`config.mk`:
```
export PLATFORM = sky130hd
export DESIGN_NAME = spr_rx_top
export DESIGN_NICKNAME = d
export VERILOG_FILES = /design/src/hdl/spr_pkg.sv /design/src/hdl/spr_baud_if.sv /design/src/hdl/spr_baud.sv /design/src/hdl/spr_rx_top.sv /design/src/hdl/spr_sync.sv
export SDC_FILE = /design/constraint.sdc
export NUM_CORES = 1
export LEC_CHECK = 0
export ABC_CLOCK_PERIOD_IN_PS = 4280
export BUFFER_PORTS_ARGS = -buffer_cell sky130_fd_sc_hd__buf_2
export CAP_MARGIN = 30
export CORE_UTILIZATION = 35
export CTS_CLUSTER_DIAMETER = 200
export DETAILED_ROUTE_END_ITERATION = 7
export PLACE_DENSITY_LB_ADDON = 0.2
export SYNTH_ARGS = -nofsm -noshare
export SYNTH_HDL_FRONTEND = slang
export SYNTH_HIERARCHICAL = 1
export SYNTH_SLANG_ARGS = --single-unit
```
`constraint.sdc`:
```
create_clock -name clk_sys -period 4.28 [get_ports clk_sys]
set_clock_uncertainty 0.2 [all_clocks]
set_input_delay 0.214 -clock clk_sys [delete_from_list [all_inputs] [get_ports clk_sys]]
set_output_delay 0.214 -clock clk_sys [all_outputs]
set_load 0.1 [all_outputs]
```
`src/hdl/spr_pkg.sv`:
```
package spr_pkg;

  //////////////////////////////////////////////////////////////////////
  // Bus geometry
  localparam int AW = 6;
  localparam int DW = 32;
  localparam int PW = 24;

  //////////////////////////////////////////////////////////////////////
  // Register byte offsets
  localparam logic [AW-1:0] OFS_BAUD_CONTROL = 6'h00;
  localparam logic [AW-1:0] OFS_PERIPHERAL_IRQ_ENABLE_1 = 6'h04;
  localparam logic [AW-1:0] OFS_PERIPHERAL_IRQ_FLAGS_1 = 6'h08;
  localparam logic [AW-1:0] OFS_RX_DATA = 6'h0c;
  localparam logic [AW-1:0] OFS_RX_STATUS = 6'h10;
  localparam logic [AW-1:0] OFS_TX_STATUS = 6'h14;
  localparam logic [AW-1:0] OFS_DIV_LOW = 6'h18;
  localparam logic [AW-1:0] OFS_DIV_HIGH = 6'h1c;
  localparam logic [AW-1:0] OFS_IRQ_CONTROL = 6'h20;

  //////////////////////////////////////////////////////////////////////
  // Field positions
  localparam int RC_PORT_ENABLE = 7;
  localparam int RC_RX9 = 6;
  localparam int RC_SINGLE_RECEIVE_ENABLE = 5;
  localparam int RC_CONTINUOUS_RECEIVE_ENABLE = 4;
  localparam int RC_ADDRESS_DETECT_ENABLE = 3;
  localparam int TX_CLOCK_SOURCE_MASTER = 7;
  localparam int TX_SYNC = 4;
  localparam int TX_HIGH_SPEED_BAUD = 2;
  localparam int BC_WIDE_BAUD_DIVISOR = 3;
  localparam int PI_RX_DONE_IRQ_ENABLE = 5;
  localparam int IC_GIE = 7;
  localparam int IC_PERIPHERAL_IRQ_ENABLE = 6;
  localparam int BE_LOW = 0;

  //////////////////////////////////////////////////////////////////////
  // Reset values and counts
  localparam logic [7:0] BYTE_RST = 8'h00;
  localparam logic [DW-1:0] WORD_ZERO = 32'h0000_0000;
  localparam logic [3:0] BITS_8 = 4'h8;
  localparam logic [3:0] BITS_9 = 4'h9;
  localparam logic [3:0] CNT_ONE = 4'h1;
  localparam logic [PW-1:0] PER_ONE = 24'h00_0001;
  localparam logic [PW-1:0] PER_LAT = 24'h00_0003;
  localparam int SH_X4 = 2;
  localparam int SH_X16 = 4;
  localparam int SH_X64 = 6;

  typedef enum logic [3:0] {
    ST_IDLE = 4'b0001,
    ST_START = 4'b0010,
    ST_DATA = 4'b0100,
    ST_STOP = 4'b1000
  } spr_state_t;

endpackage

```
`src/hdl/spr_baud_if.sv`:
```
`timescale 1ns/10ps
`default_nettype none
interface spr_baud_if;
  import spr_pkg::*;
  logic restart;
  logic run;
  logic [PW-1:0] period;
  logic tick;
  modport ctl (output restart, output run, output period, input tick);
  modport gen (input restart, input run, input period, output tick);
endinterface
`default_nettype wire

```
`src/hdl/spr_baud.sv`:
```
`timescale 1ns/10ps
`default_nettype none
module spr_baud (
  input wire logic clk_sys,
  input wire logic rstn,
  spr_baud_if.gen bi
);
  import spr_pkg::*;

  // Restart lands the first tick mid start bit, less start-detect and tick latency
  logic [PW-1:0] cnt_q;
  logic tick_q;
  wire logic [PW-1:0] half = bi.period >> 1;
  wire logic [PW-1:0] first = (half > PER_LAT) ? half - PER_LAT : '0;
  wire logic at_zero = (cnt_q == '0);

  always_ff @(posedge clk_sys or negedge rstn) begin
    if (!rstn) begin
      cnt_q <= '0;
      tick_q <= 1'b0;
    end else if (bi.restart) begin
      cnt_q <= first;
      tick_q <= 1'b0;
    end else if (!bi.run) begin
      tick_q <= 1'b0;
    end else if (at_zero) begin
      cnt_q <= bi.period - PER_ONE;
      tick_q <= 1'b1;
    end else begin
      cnt_q <= cnt_q - PER_ONE;
      tick_q <= 1'b0;
    end
  end

  assign bi.tick = tick_q;
endmodule
`default_nettype wire

```
`src/hdl/spr_rx_top.sv`:
```
// Decided for this implementation: the placing of the registers and register access over Avalon-MM.
`timescale 1ns/10ps
`default_nettype none
module spr_rx_top (
  input wire logic clk_sys,
  input wire logic rstn,
  input wire logic [spr_pkg::AW-1:0] avs_address,
  input wire logic avs_read,
  input wire logic avs_write,
  input wire logic [spr_pkg::DW-1:0] avs_writedata,
  input wire logic [3:0] avs_byteenable,
  output logic [spr_pkg::DW-1:0] avs_readdata,
  output logic avs_waitrequest,
  input wire logic sync_data_pin,
  input wire logic sync_clk_pin,
  input wire logic core_sleep,
  output logic wake_req,
  output logic irq_req
);
  import spr_pkg::*;

  //////////////////////////////////////////////////////////////////////
  // Register state
  logic port_enable_q, rx9_q, single_receive_enable_q, continuous_receive_enable_q, address_detect_enable_q;
  logic clock_source_master_q, sync_q, high_speed_baud_q, wide_baud_divisor_q;
  logic rx_done_irq_enable_q, gie_q, peripheral_irq_enable_q;
  logic [7:0] div_lo_q, div_hi_q;
  logic rx_done_flag_q, overrun_error_q, framing_error_q, received_ninth_bit_q;
  logic [7:0] rxbuf_q;
  logic [DW-1:0] rdata_q;
  logic wait_q, irq_q, wake_q;

  // Receiver state
  spr_state_t st_q, st_d;
  logic [8:0] sh_q, sh_d;
  logic [3:0] bcnt_q, bcnt_d;
  logic rx_prev_q, ck_prev_q;
  logic [1:0] pins_s;
  logic restart;

  spr_baud_if bif ();

  //////////////////////////////////////////////////////////////////////
  // Pin synchronisers and bit-rate timer
  spr_sync #(.WIDTH(2)) u_sync (
    .clk_sys(clk_sys),
    .rstn(rstn),
    .d({sync_data_pin, sync_clk_pin}),
    .q(pins_s)
  );

  spr_baud u_baud (
    .clk_sys(clk_sys),
    .rstn(rstn),
    .bi(bif.gen)
  );

  wire logic dt_s = pins_s[1];
  wire logic ck_s = pins_s[0];

  //////////////////////////////////////////////////////////////////////
  // Bus decode
  wire logic wr = avs_write && !wait_q && avs_byteenable[BE_LOW];
  wire logic rd = avs_read && !wait_q;
  wire logic hit_bc = (avs_address == OFS_BAUD_CONTROL);
  wire logic hit_pie = (avs_address == OFS_PERIPHERAL_IRQ_ENABLE_1);
  wire logic hit_pir = (avs_address == OFS_PERIPHERAL_IRQ_FLAGS_1);
  wire logic hit_rxd = (avs_address == OFS_RX_DATA);
  wire logic hit_rcs = (avs_address == OFS_RX_STATUS);
  wire logic hit_txs = (avs_address == OFS_TX_STATUS);
  wire logic hit_dlo = (avs_address == OFS_DIV_LOW);
  wire logic hit_dhi = (avs_address == OFS_DIV_HIGH);
  wire logic hit_ic = (avs_address == OFS_IRQ_CONTROL);
  wire logic rd_buf = rd && hit_rxd;
  wire logic [7:0] wbyte = avs_writedata[7:0];

  //////////////////////////////////////////////////////////////////////
  // Bit rate: (divisor + 1) times a prescale of 64, 16 or 4
  wire logic [15:0] div_val = wide_baud_divisor_q ? {div_hi_q, div_lo_q} : {8'h00, div_lo_q};
  wire logic [PW-1:0] div_p1 = {8'h00, div_val} + PER_ONE;
  wire logic [PW-1:0] period =
    (high_speed_baud_q && wide_baud_divisor_q) ? (div_p1 << SH_X4) :
    (high_speed_baud_q || wide_baud_divisor_q) ? (div_p1 << SH_X16) : (div_p1 << SH_X64);

  //////////////////////////////////////////////////////////////////////
  // Receiver control
  wire logic rx_on = port_enable_q && continuous_receive_enable_q;
  wire logic async_on = rx_on && !sync_q && !overrun_error_q && !core_sleep;
  wire logic slave_on = rx_on && sync_q && !clock_source_master_q && !overrun_error_q;
  wire logic rx_active = async_on || slave_on;
  wire logic rx_fall = rx_prev_q && !dt_s;
  wire logic ck_fall = ck_prev_q && !ck_s;
  wire logic [3:0] nbits = rx9_q ? BITS_9 : BITS_8;
  wire logic bit_last = (bcnt_q == nbits - CNT_ONE);
  wire logic [8:0] sh_in = {dt_s, sh_q[8:1]};
  wire logic [8:0] char_src = sync_q ? sh_in : sh_q;
  wire logic [7:0] char_data = rx9_q ? char_src[7:0] : char_src[8:1];
  wire logic char_ninth = rx9_q && char_src[8];
  wire logic rx_deliver = slave_on ? (ck_fall && bit_last) :
                          (async_on && (st_q == ST_STOP) && bif.tick);
  wire logic buf_full = rx_done_flag_q && !rd_buf;
  wire logic addr_drop = address_detect_enable_q && rx9_q && !char_ninth;
  wire logic ovr_set = rx_deliver && buf_full;
  wire logic deliver_ok = rx_deliver && !buf_full && !addr_drop;
  wire logic stop_low = !sync_q && !dt_s;
  wire logic rx_idle = (st_q == ST_IDLE) && !(rx_on && sync_q);

  assign bif.restart = restart;
  assign bif.run = async_on && !sync_q;
  assign bif.period = period;

  always_comb begin
    st_d = st_q;
    sh_d = sh_q;
    bcnt_d = bcnt_q;
    restart = 1'b0;
    if (!rx_active) begin
      st_d = ST_IDLE;
      bcnt_d = '0;
    end else if (sync_q) begin
      st_d = ST_IDLE;
      if (ck_fall) begin
        sh_d = sh_in;
        bcnt_d = bit_last ? 4'h0 : bcnt_q + CNT_ONE;
      end
    end else begin
      case (st_q)
        ST_IDLE: begin
          if (rx_fall) begin
            restart = 1'b1;
            st_d = ST_START;
          end
        end
        ST_START: begin
          if (bif.tick) begin
            st_d = dt_s ? ST_IDLE : ST_DATA;
            bcnt_d = '0;
          end
        end
        ST_DATA: begin
          if (bif.tick) begin
            sh_d = sh_in;
            bcnt_d = bit_last ? 4'h0 : bcnt_q + CNT_ONE;
            st_d = bit_last ? ST_STOP : ST_DATA;
          end
        end
        ST_STOP: begin
          if (bif.tick) begin
            st_d = ST_IDLE;
          end
        end
        default: st_d = ST_IDLE;
      endcase
    end
  end

  always_ff @(posedge clk_sys or negedge rstn) begin
    if (!rstn) begin
      st_q <= ST_IDLE;
      sh_q <= '0;
      bcnt_q <= '0;
      rx_prev_q <= 1'b1;
      ck_prev_q <= 1'b1;
    end else begin
      st_q <= st_d;
      sh_q <= sh_d;
      bcnt_q <= bcnt_d;
      rx_prev_q <= dt_s;
      ck_prev_q <= ck_s;
    end
  end

  //////////////////////////////////////////////////////////////////////
  // Receive buffer and flags; a new character wins over a clearing read
  always_ff @(posedge clk_sys or negedge rstn) begin
    if (!rstn) begin
      rx_done_flag_q <= 1'b0;
      overrun_error_q <= 1'b0;
      framing_error_q <= 1'b0;
      received_ninth_bit_q <= 1'b0;
      rxbuf_q <= BYTE_RST;
    end else begin
      rx_done_flag_q <= port_enable_q && (deliver_ok || (rx_done_flag_q && !rd_buf));
      overrun_error_q <= rx_on && (overrun_error_q || ovr_set);
      if (!port_enable_q) begin
        framing_error_q <= 1'b0;
        received_ninth_bit_q <= 1'b0;
      end else if (deliver_ok) begin
        framing_error_q <= stop_low;
        received_ninth_bit_q <= char_ninth;
        rxbuf_q <= char_data;
      end
    end
  end

  //////////////////////////////////////////////////////////////////////
  // Interrupt and wake outputs
  always_ff @(posedge clk_sys or negedge rstn) begin
    if (!rstn) begin
      irq_q <= 1'b0;
      wake_q <= 1'b0;
    end else begin
      irq_q <= rx_done_flag_q && rx_done_irq_enable_q && peripheral_irq_enable_q && gie_q;
      wake_q <= rx_done_flag_q && rx_done_irq_enable_q;
    end
  end

  //////////////////////////////////////////////////////////////////////
  // Register writes
  always_ff @(posedge clk_sys or negedge rstn) begin
    if (!rstn) begin
      {port_enable_q, rx9_q, single_receive_enable_q, continuous_receive_enable_q, address_detect_enable_q} <= '0;
      {clock_source_master_q, sync_q, high_speed_baud_q, wide_baud_divisor_q} <= '0;
      {rx_done_irq_enable_q, gie_q, peripheral_irq_enable_q} <= '0;
      div_lo_q <= BYTE_RST;
      div_hi_q <= BYTE_RST;
    end else if (wr) begin
      if (hit_rcs) begin
        port_enable_q <= wbyte[RC_PORT_ENABLE];
        rx9_q <= wbyte[RC_RX9];
        single_receive_enable_q <= wbyte[RC_SINGLE_RECEIVE_ENABLE];
        continuous_receive_enable_q <= wbyte[RC_CONTINUOUS_RECEIVE_ENABLE];
        address_detect_enable_q <= wbyte[RC_ADDRESS_DETECT_ENABLE];
      end else if (hit_txs) begin
        clock_source_master_q <= wbyte[TX_CLOCK_SOURCE_MASTER];
        sync_q <= wbyte[TX_SYNC];
        high_speed_baud_q <= wbyte[TX_HIGH_SPEED_BAUD];
      end else if (hit_bc) begin
        wide_baud_divisor_q <= wbyte[BC_WIDE_BAUD_DIVISOR];
      end else if (hit_pie) begin
        rx_done_irq_enable_q <= wbyte[PI_RX_DONE_IRQ_ENABLE];
      end else if (hit_ic) begin
        gie_q <= wbyte[IC_GIE];
        peripheral_irq_enable_q <= wbyte[IC_PERIPHERAL_IRQ_ENABLE];
      end else if (hit_dlo) begin
        div_lo_q <= wbyte;
      end else if (hit_dhi) begin
        div_hi_q <= wbyte;
      end
    end
  end

  //////////////////////////////////////////////////////////////////////
  // Read mux; unmapped offsets read zero
  logic [7:0] rbyte;
  always_comb begin
    rbyte = BYTE_RST;
    if (hit_rcs) begin
      rbyte = {port_enable_q, rx9_q, single_receive_enable_q, continuous_receive_enable_q, address_detect_enable_q, framing_error_q, overrun_error_q, received_ninth_bit_q};
    end else if (hit_rxd) begin
      rbyte = rxbuf_q;
    end else if (hit_pir) begin
      rbyte = {2'b00, rx_done_flag_q, 5'b00000};
    end else if (hit_pie) begin
      rbyte = {2'b00, rx_done_irq_enable_q, 5'b00000};
    end else if (hit_txs) begin
      rbyte = {clock_source_master_q, 3'b000, sync_q, high_speed_baud_q, 2'b00};
    end else if (hit_bc) begin
      rbyte = {1'b0, rx_idle, 2'b00, wide_baud_divisor_q, 3'b000};
    end else if (hit_ic) begin
      rbyte = {gie_q, peripheral_irq_enable_q, 6'b000000};
    end else if (hit_dlo) begin
      rbyte = div_lo_q;
    end else if (hit_dhi) begin
      rbyte = div_hi_q;
    end
  end

  // One wait cycle per request, then one cycle with waitrequest low
  always_ff @(posedge clk_sys or negedge rstn) begin
    if (!rstn) begin
      wait_q <= 1'b1;
      rdata_q <= WORD_ZERO;
    end else begin
      wait_q <= !((avs_read || avs_write) && wait_q);
      if (avs_read && wait_q) begin
        rdata_q <= {24'h00_0000, rbyte};
      end
    end
  end

  assign avs_readdata = rdata_q;
  assign avs_waitrequest = wait_q;
  assign irq_req = irq_q;
  assign wake_req = wake_q;
endmodule
`default_nettype wire

```
`src/hdl/spr_sync.sv`:
```
`timescale 1ns/10ps
`default_nettype none
module spr_sync #(
  parameter int WIDTH = 2
) (
  input wire logic clk_sys,
  input wire logic rstn,
  input wire logic [WIDTH-1:0] d,
  output logic [WIDTH-1:0] q
);
  logic [WIDTH-1:0] s1_q;
  genvar i;
  generate
    for (i = 0; i < WIDTH; i++) begin : g_bit
      always_ff @(posedge clk_sys or negedge rstn) begin
        if (!rstn) begin
          s1_q[i] <= 1'b1;
          q[i] <= 1'b1;
        end else begin
          s1_q[i] <= d[i];
          q[i] <= s1_q[i];
        end
      end
    end
  endgenerate
endmodule
`default_nettype wire

```
==> metrics.yaml, run 1 <==
wire_per_inst_um: 17.5
r2r_start: "div_lo_q[4]$_DFFE_PN0P_"
drv_slew: 0
cts_setup_buffers: 0
path_buf_inv: 1
nNetsFinal: 934
fin_setup_tns_ps: 0
htreeDepth: 3
synthMuxAreaShare_pct: 11.0
cp_max_fo: 7
cp.required_ps: 4330
grt_max_degree: 64
synth_seq_area_share_pct: 34.8
rsz0062_at_grt: "false"
hp-class: "input pin to flip-flop"
synth_most_common_cell: "nand2_1"
drt_iter0_drc: 379
hold_path_startpoint: "core_sleep"
numClockSinks: 99
grt_pass1_vias: 5808
pwr-share-comb_pct: 19.7
arrival_ps: 4020
startpoint_type: "flip-flop"
cp.depth: 12
slowest_delay_ps: 500
synth-compound-area-share_pct: 19.1
synthSimpleGateAreaFrac_pct: 22.3
fillers: 1984
pwr-share-clk_pct: 37.9
antenna_cells: 0
grt_usage_pct: 19.1
antenna_found_initial: 0
routed_wl_mm: 20.1
p_leak_uw: 0.00345
synth-xor-area-share_pct: 5.27
grt_overflow_total: 0
synth_area_leaders: "dfrtp_1 (32%), mux2_2 (6.9%), nand2_1 (4.9%)"
ys_ff_latch: 99
cts.root.buffer_cell: "clkbuf_16"
path_clk_slew_ps: 80
vias_per_cell: 5.49
dp_hpwl_mm: 14.5
dieArea_mm2: 0.0210
synth_area_leader_cell: "dfrtp_1"
grt_pass1_wl_mm: 32.1
synth-edff-count: 0
final_antenna_net_count: 0
gp_congestion: 0.846
slew_headroom_pct: 39.3
fin_crit_ps: 3970
synthCells: 820
cts_buffers: 9
switching_share_pct: 35.3
cap_violations: 0
cp_slowest_cell: "or3_1"
cts_tree: "done"
postSynthAreaPerCell_um2: 8.72
finalHoldViolCount: 0
placementRows: 51
globalRouteMet2Util_pct: 30.9
power_uw: 2350
async_flop_share_pct: 100
num_vias: 6318
insertion_delay_ps: 370
drive_gt1_share_pct: 18.7
yosys_warnings: 6
hold_depth: 3
area_delta_synth_final_pct: 13.9
chipHeight_um: 145
met1_usage_pct: 26.8
yosysTopAreaCellShare_pct: 31.8
cts_buffer_depth: 2
placed_area_mm2: 0.00767
synthesis.area_mm2: 0.00715
design_area_mm2: 0.00815
dr.pass1.iters: 5
crit_type: "flip-flop to flip-flop"
ys.flop_type: "dfrtp_1"
route.detailed.drc: 0
crit_chain: "nand3_1, buf_4, nor3_1, xnor2_1, a21oi_1, o2bb2ai_1, or3_1, or2_2, a2111o_1, a2111oi_0, o32a_1, o21ai_1"
start_util_pct: 36.3
path_delay_family: "compound AO/OA/AOI/OAI gates"
use_met3_pct: 2.17
die_w_um: 145
end_kind: "flip-flop"
setup_viol: 0
finalCritPeriodShare_pct: 92.8
reg2reg_depth: 12
p_int_uw: 1520
netlist_top_cells_count: "nand2_1 (94), dfrtp_1 (91), nor2_1 (62)"
core_mm2: 0.0197
status: "completed"
synth.distinct_cells: 87
r2r_slack_ps: 310
synth_top_family_by_area: "simple AND/OR/NAND/NOR gates"
fin_util_pct: 41.3
ir_drop_v: 0.000200
whs_endpoint: "st_q[3]$_DFFE_PN0P_"
max_freq_mhz: 252
synthAdderAreaFrac_pct: 0.700
grt_most_used_layer: "met2"
crit_start: "div_lo_q[4]$_DFFE_PN0P_"
portBuffers: 32
r2r_end: "u_baud/cnt_q[17]$_DFFE_PN0P_"
io_pins: 84
p_sw_uw: 830
p_seq_share_pct: 42.4
tightest_slew_ps: 910
power.density_mw_per_mm2: 289
## power groups by stage
stage               clock network [uW]  registers [uW]  logic (uW)
detailed placement                   0            1020         450
global route                       945            1000         497
finish                             892             998         464
floorplan                            0            1050         307
CTS                                909             998         461
global placement                     0            1020         449
## area by class of cell
class,instances,area [um2],share of cell area [%]
well taps,265,332,4.07
flip-flops and latches,99,2490,30.5
clock inverters,7,104,1.27
inverters,13,48.8,0.599
clock buffers,9,225,2.76
repair buffers,82,571,7.00
multi-input cells,676,4380,53.7
## worst register-to-register path, delay by kind of cell (launching register included)
| family | cells | cell delay (ps) |
|---|---|---|
| simple gates | 4 | 1380 |
| compound gates | 6 | 1430 |
| buf+inv | 1 | 240 |
| flops | 1 | 420 |
| xor+xnor | 1 | 200 |
## stage by stage
stage,hold WS [ps],instances,worst slack [ps]
floorplan,-282,869,483
global placement,121,1122,223
detailed placement,122,1122,197
CTS,44.7,1151,192
global route,59.2,1151,59.5
finish,48.5,1151,310
## repair_timing
| action | CTS | global route |
|---|---|---|
| hold endpoints to repair | 90 | 0 |
| hold buffers | 13 | 0 |
| endpoints found under the setup margin | 0 | 5 |
| resized for setup | 0 | 3 |
## sequential cells by signal, indices dropped and copies added, names as in the netlist, 2 cells and up
register / count
div_hi_q: 8
avs_readdata: 8
u_sync/s1_q: 2
u_baud/cnt_q: 24
rxbuf_q: 8
sh_q: 9
bcnt_q: 4
st_q: 4
div_lo_q: 8
u_sync/q: 2
## cells by family (layout without fill, tap and decap cells)
family / after synthesis / in the layout
DFF: 99 / 99
muxes: 69 / 69
and+or+nand+nor: 310 / 310
other: 1 / 50
buffers and inverters: 94 / 111
AOI/OAI and AO/OA: 200 / 200
xor gates and xnor gates: 43 / 43
adders and majority gates: 4 / 4
## metal layers
metal / share of wire, % / up-vias / wire length [um]
met2: 47 / 147 / 9460
met3: 3.2 / 16 / 651
met4: 1.5 / 0 / 298
li1: - / 3097 / -
met1: 48 / 3058 / 9720
met5: 0 / - / 0
## placed cells by master (no fill, tap or decap), drive strengths merged, types with 7 or more instances in the layout
cell         instances
a211oi               9
a31oi               16
o21ai               49
or3                 13
o22ai                8
xor2                22
nand4                9
dlygate4sd3         13
mux2i               17
mux2                52
a21oi               43
conb                50
inv                 15
nor4                21
xnor2               21
nand2               94
dfstp                8
o31ai               11
buf                 69
clkbuf               9
nor2                63
or4                 13
and2                 7
nor3                31
nand3               19
dfrtp               91
and3                 7
## worst max path at each step
| stage | endpoint | slack, ps |
|---|---|---|
| after floorplan | u_baud/cnt_q[17]$_DFFE_PN0P_ | 480 |
| after detailed placement | u_baud/cnt_q[23]$_DFFE_PN0P_ | 200 |
| after global placement | u_baud/cnt_q[23]$_DFFE_PN0P_ | 220 |
| final | u_baud/cnt_q[17]$_DFFE_PN0P_ | 310 |
| after CTS | u_baud/cnt_q[23]$_DFFE_PN0P_ | 190 |
| after global routing | u_baud/cnt_q[17]$_DFFE_PN0P_ | 60 |
Power figures use the tool's default switching activity.
==> run 2, diff against run 1 <==
Settings changed: MAX_ROUTING_LAYER set to met4.
==> metrics.yaml, run 2 (same netlist as run 1, synthesis figures left out) <==
finalCritPeriodShare_pct: 92.7
max_freq_mhz: 252
fin_setup_tns_ps: 0
nNetsFinal: 934
hp-class: "input pin to flip-flop"
path_clk_slew_ps: 80
pwr-share-clk_pct: 37.8
ir_drop_v: 0.000200
cp_slowest_cell: "or3_1"
cts_tree: "done"
design_area_mm2: 0.00815
chipHeight_um: 145
fillers: 1984
power.density_mw_per_mm2: 289
tightest_slew_ps: 913
p_int_uw: 1520
mostFrequentLayoutCells: "nand2_1 (94), dfrtp_1 (91), nor2_1 (61), conb_1 (50), mux2_2 (44)"
hold_ws_ps: 48.5
drv_slew: 0
antenna_found_initial: 0
largest_register_ffs: 24
insertion_delay_ps: 370
io_pins: 84
p_leak_uw: 0.00345
finalHoldViolCount: 0
multi_input_area_mm2: 0.00438
placementRows: 51
cts.root.buffer_cell: "clkbuf_16"
wire_per_inst_um: 17.4
crit_type: "flip-flop to flip-flop"
cp.required_ps: 4330
dieArea_mm2: 0.0210
p_sw_uw: 827
largest_register: "u_baud/cnt_q"
dr.pass1.iters: 5
grt_max_degree: 64
vias_per_cell: 5.46
grt_pass1_vias: 5796
dp_cells: 1122
cap_violations: 0
numClockSinks: 99
slowest_delay_ps: 500
fin_crit_ps: 3970
switching_share_pct: 35.2
drt_iter0_drc: 367
end_kind: "flip-flop"
grt_usage_pct: 19.7
regArea_mm2: 0.00249
stdcell_count: 1151
gp_congestion: 0.860
antenna_cells: 0
num_vias: 6286
p_seq_share_pct: 42.5
htreeDepth: 3
final_common_cell: "nand2_1"
start_util_pct: 36.3
area_delta_synth_final_pct: 13.9
cts_buffer_depth: 2
core_mm2: 0.0197
startpoint_type: "flip-flop"
dp_hpwl_mm: 14.5
rsz0062_at_grt: "false"
cts_setup_buffers: 0
setup_viol: 0
route.detailed.drc: 0
grt_overflow_total: 0
crit_chain: "nand3_1, buf_4, nor3_1, xnor2_1, a21oi_1, o2bb2ai_1, or3_1, or2_2, a2111o_1, a2111oi_0, o32a_1, o21ai_1"
die_w_um: 145
status: "completed"
final_antenna_net_count: 0
slew_headroom_pct: 39.1
pwr-share-comb_pct: 19.7
cts_buffers: 9
portBuffers: 32
placed_area_mm2: 0.00767
arrival_ps: 4020
reg_top3: "u_baud/cnt_q: 24 flops, sh_q: 9 flops"
grt_pass1_wl_mm: 32.2
drive_gt1_share_pct: 18.7
routed_wl_mm: 20.1
cp_max_fo: 7
[run 2: worst max-delay path, delay by kind of cell (launching register included)]
family,cells,cell delay [ps]
AO/OA/AOI/OAI,6,1420
XOR/XNOR,1,200
AND/OR/NAND/NOR,4,1380
flip-flops,1,420
buffers and inverters,1,240
[run 2: cell type report]
cell class              count  area share (%)
clock buffers               9            2.76
clock inverters             7            1.27
inverters                  13           0.599
multi-input cells         676            53.7
flip-flops and latches     99            30.5
well taps                 265            4.07
repair buffers             82            7.00
[run 2: final timing paths]
check / start / endpoint / slack (ps) / depth (start not counted)
setup / recovery: div_lo_q[4]$_DFFE_PN0P_ / u_baud/cnt_q[17]$_DFFE_PN0P_ / 310 / 12
hold reg to reg: u_sync/s1_q[1]$_DFF_PN1_ / u_sync/q[1]$_DFF_PN1_ / 160 / 0
hold / removal: core_sleep / st_q[3]$_DFFE_PN0P_ / 50 / 3
min in group asynchronous: rstn / u_baud/cnt_q[22]$_DFFE_PN0P_ / 330 / 2
setup reg to reg: div_lo_q[4]$_DFFE_PN0P_ / u_baud/cnt_q[17]$_DFFE_PN0P_ / 310 / 12
max in group asynchronous: rstn / u_sync/q[1]$_DFF_PN1_ / 2500 / 3
[run 2: power groups by stage]
stage / sequential (uW) / clock (uW) / combinational (uW)
3_3_place_gp: 1020 / 0 / 449
3_5_place_dp: 1020 / 0 / 450
2_1_floorplan: 1050 / 0 / 307
6_report: 998 / 888 / 463
5_1_grt: 1000 / 946 / 498
4_1_cts: 998 / 909 / 461
[run 2: stage by stage]
stage	utilization, %	total power, uW	worst slack [ps]
6_report	41.3	2350	312
3_3_place_gp	38.9	1470	223
5_1_grt	41.3	2450	59.5
3_5_place_dp	38.9	1470	197
4_1_cts	41.2	2370	192
2_1_floorplan	-	1360	483
[run 2: per-layer routing]
layer | GRT usage [%] | vias up | wire [um] | part of all wire (%)
met4 | 5.37 | 0 | 310 | 1.5
met5 | - | - | 0 | 0
li1 | - | 3102 | - | -
met1 | 26.9 | 3029 | 9690 | 48
met2 | 30.8 | 139 | 9420 | 47
met3 | 2.17 | 16 | 642 | 3.2
[run 2: what timing repair did]
action / 4_1_cts / 5_1_grt
hold buffers: 13 / 0
resized for setup: 0 / 3
endpoints found under the hold margin: 90 / 0
endpoints found under the setup margin: 0 / 5
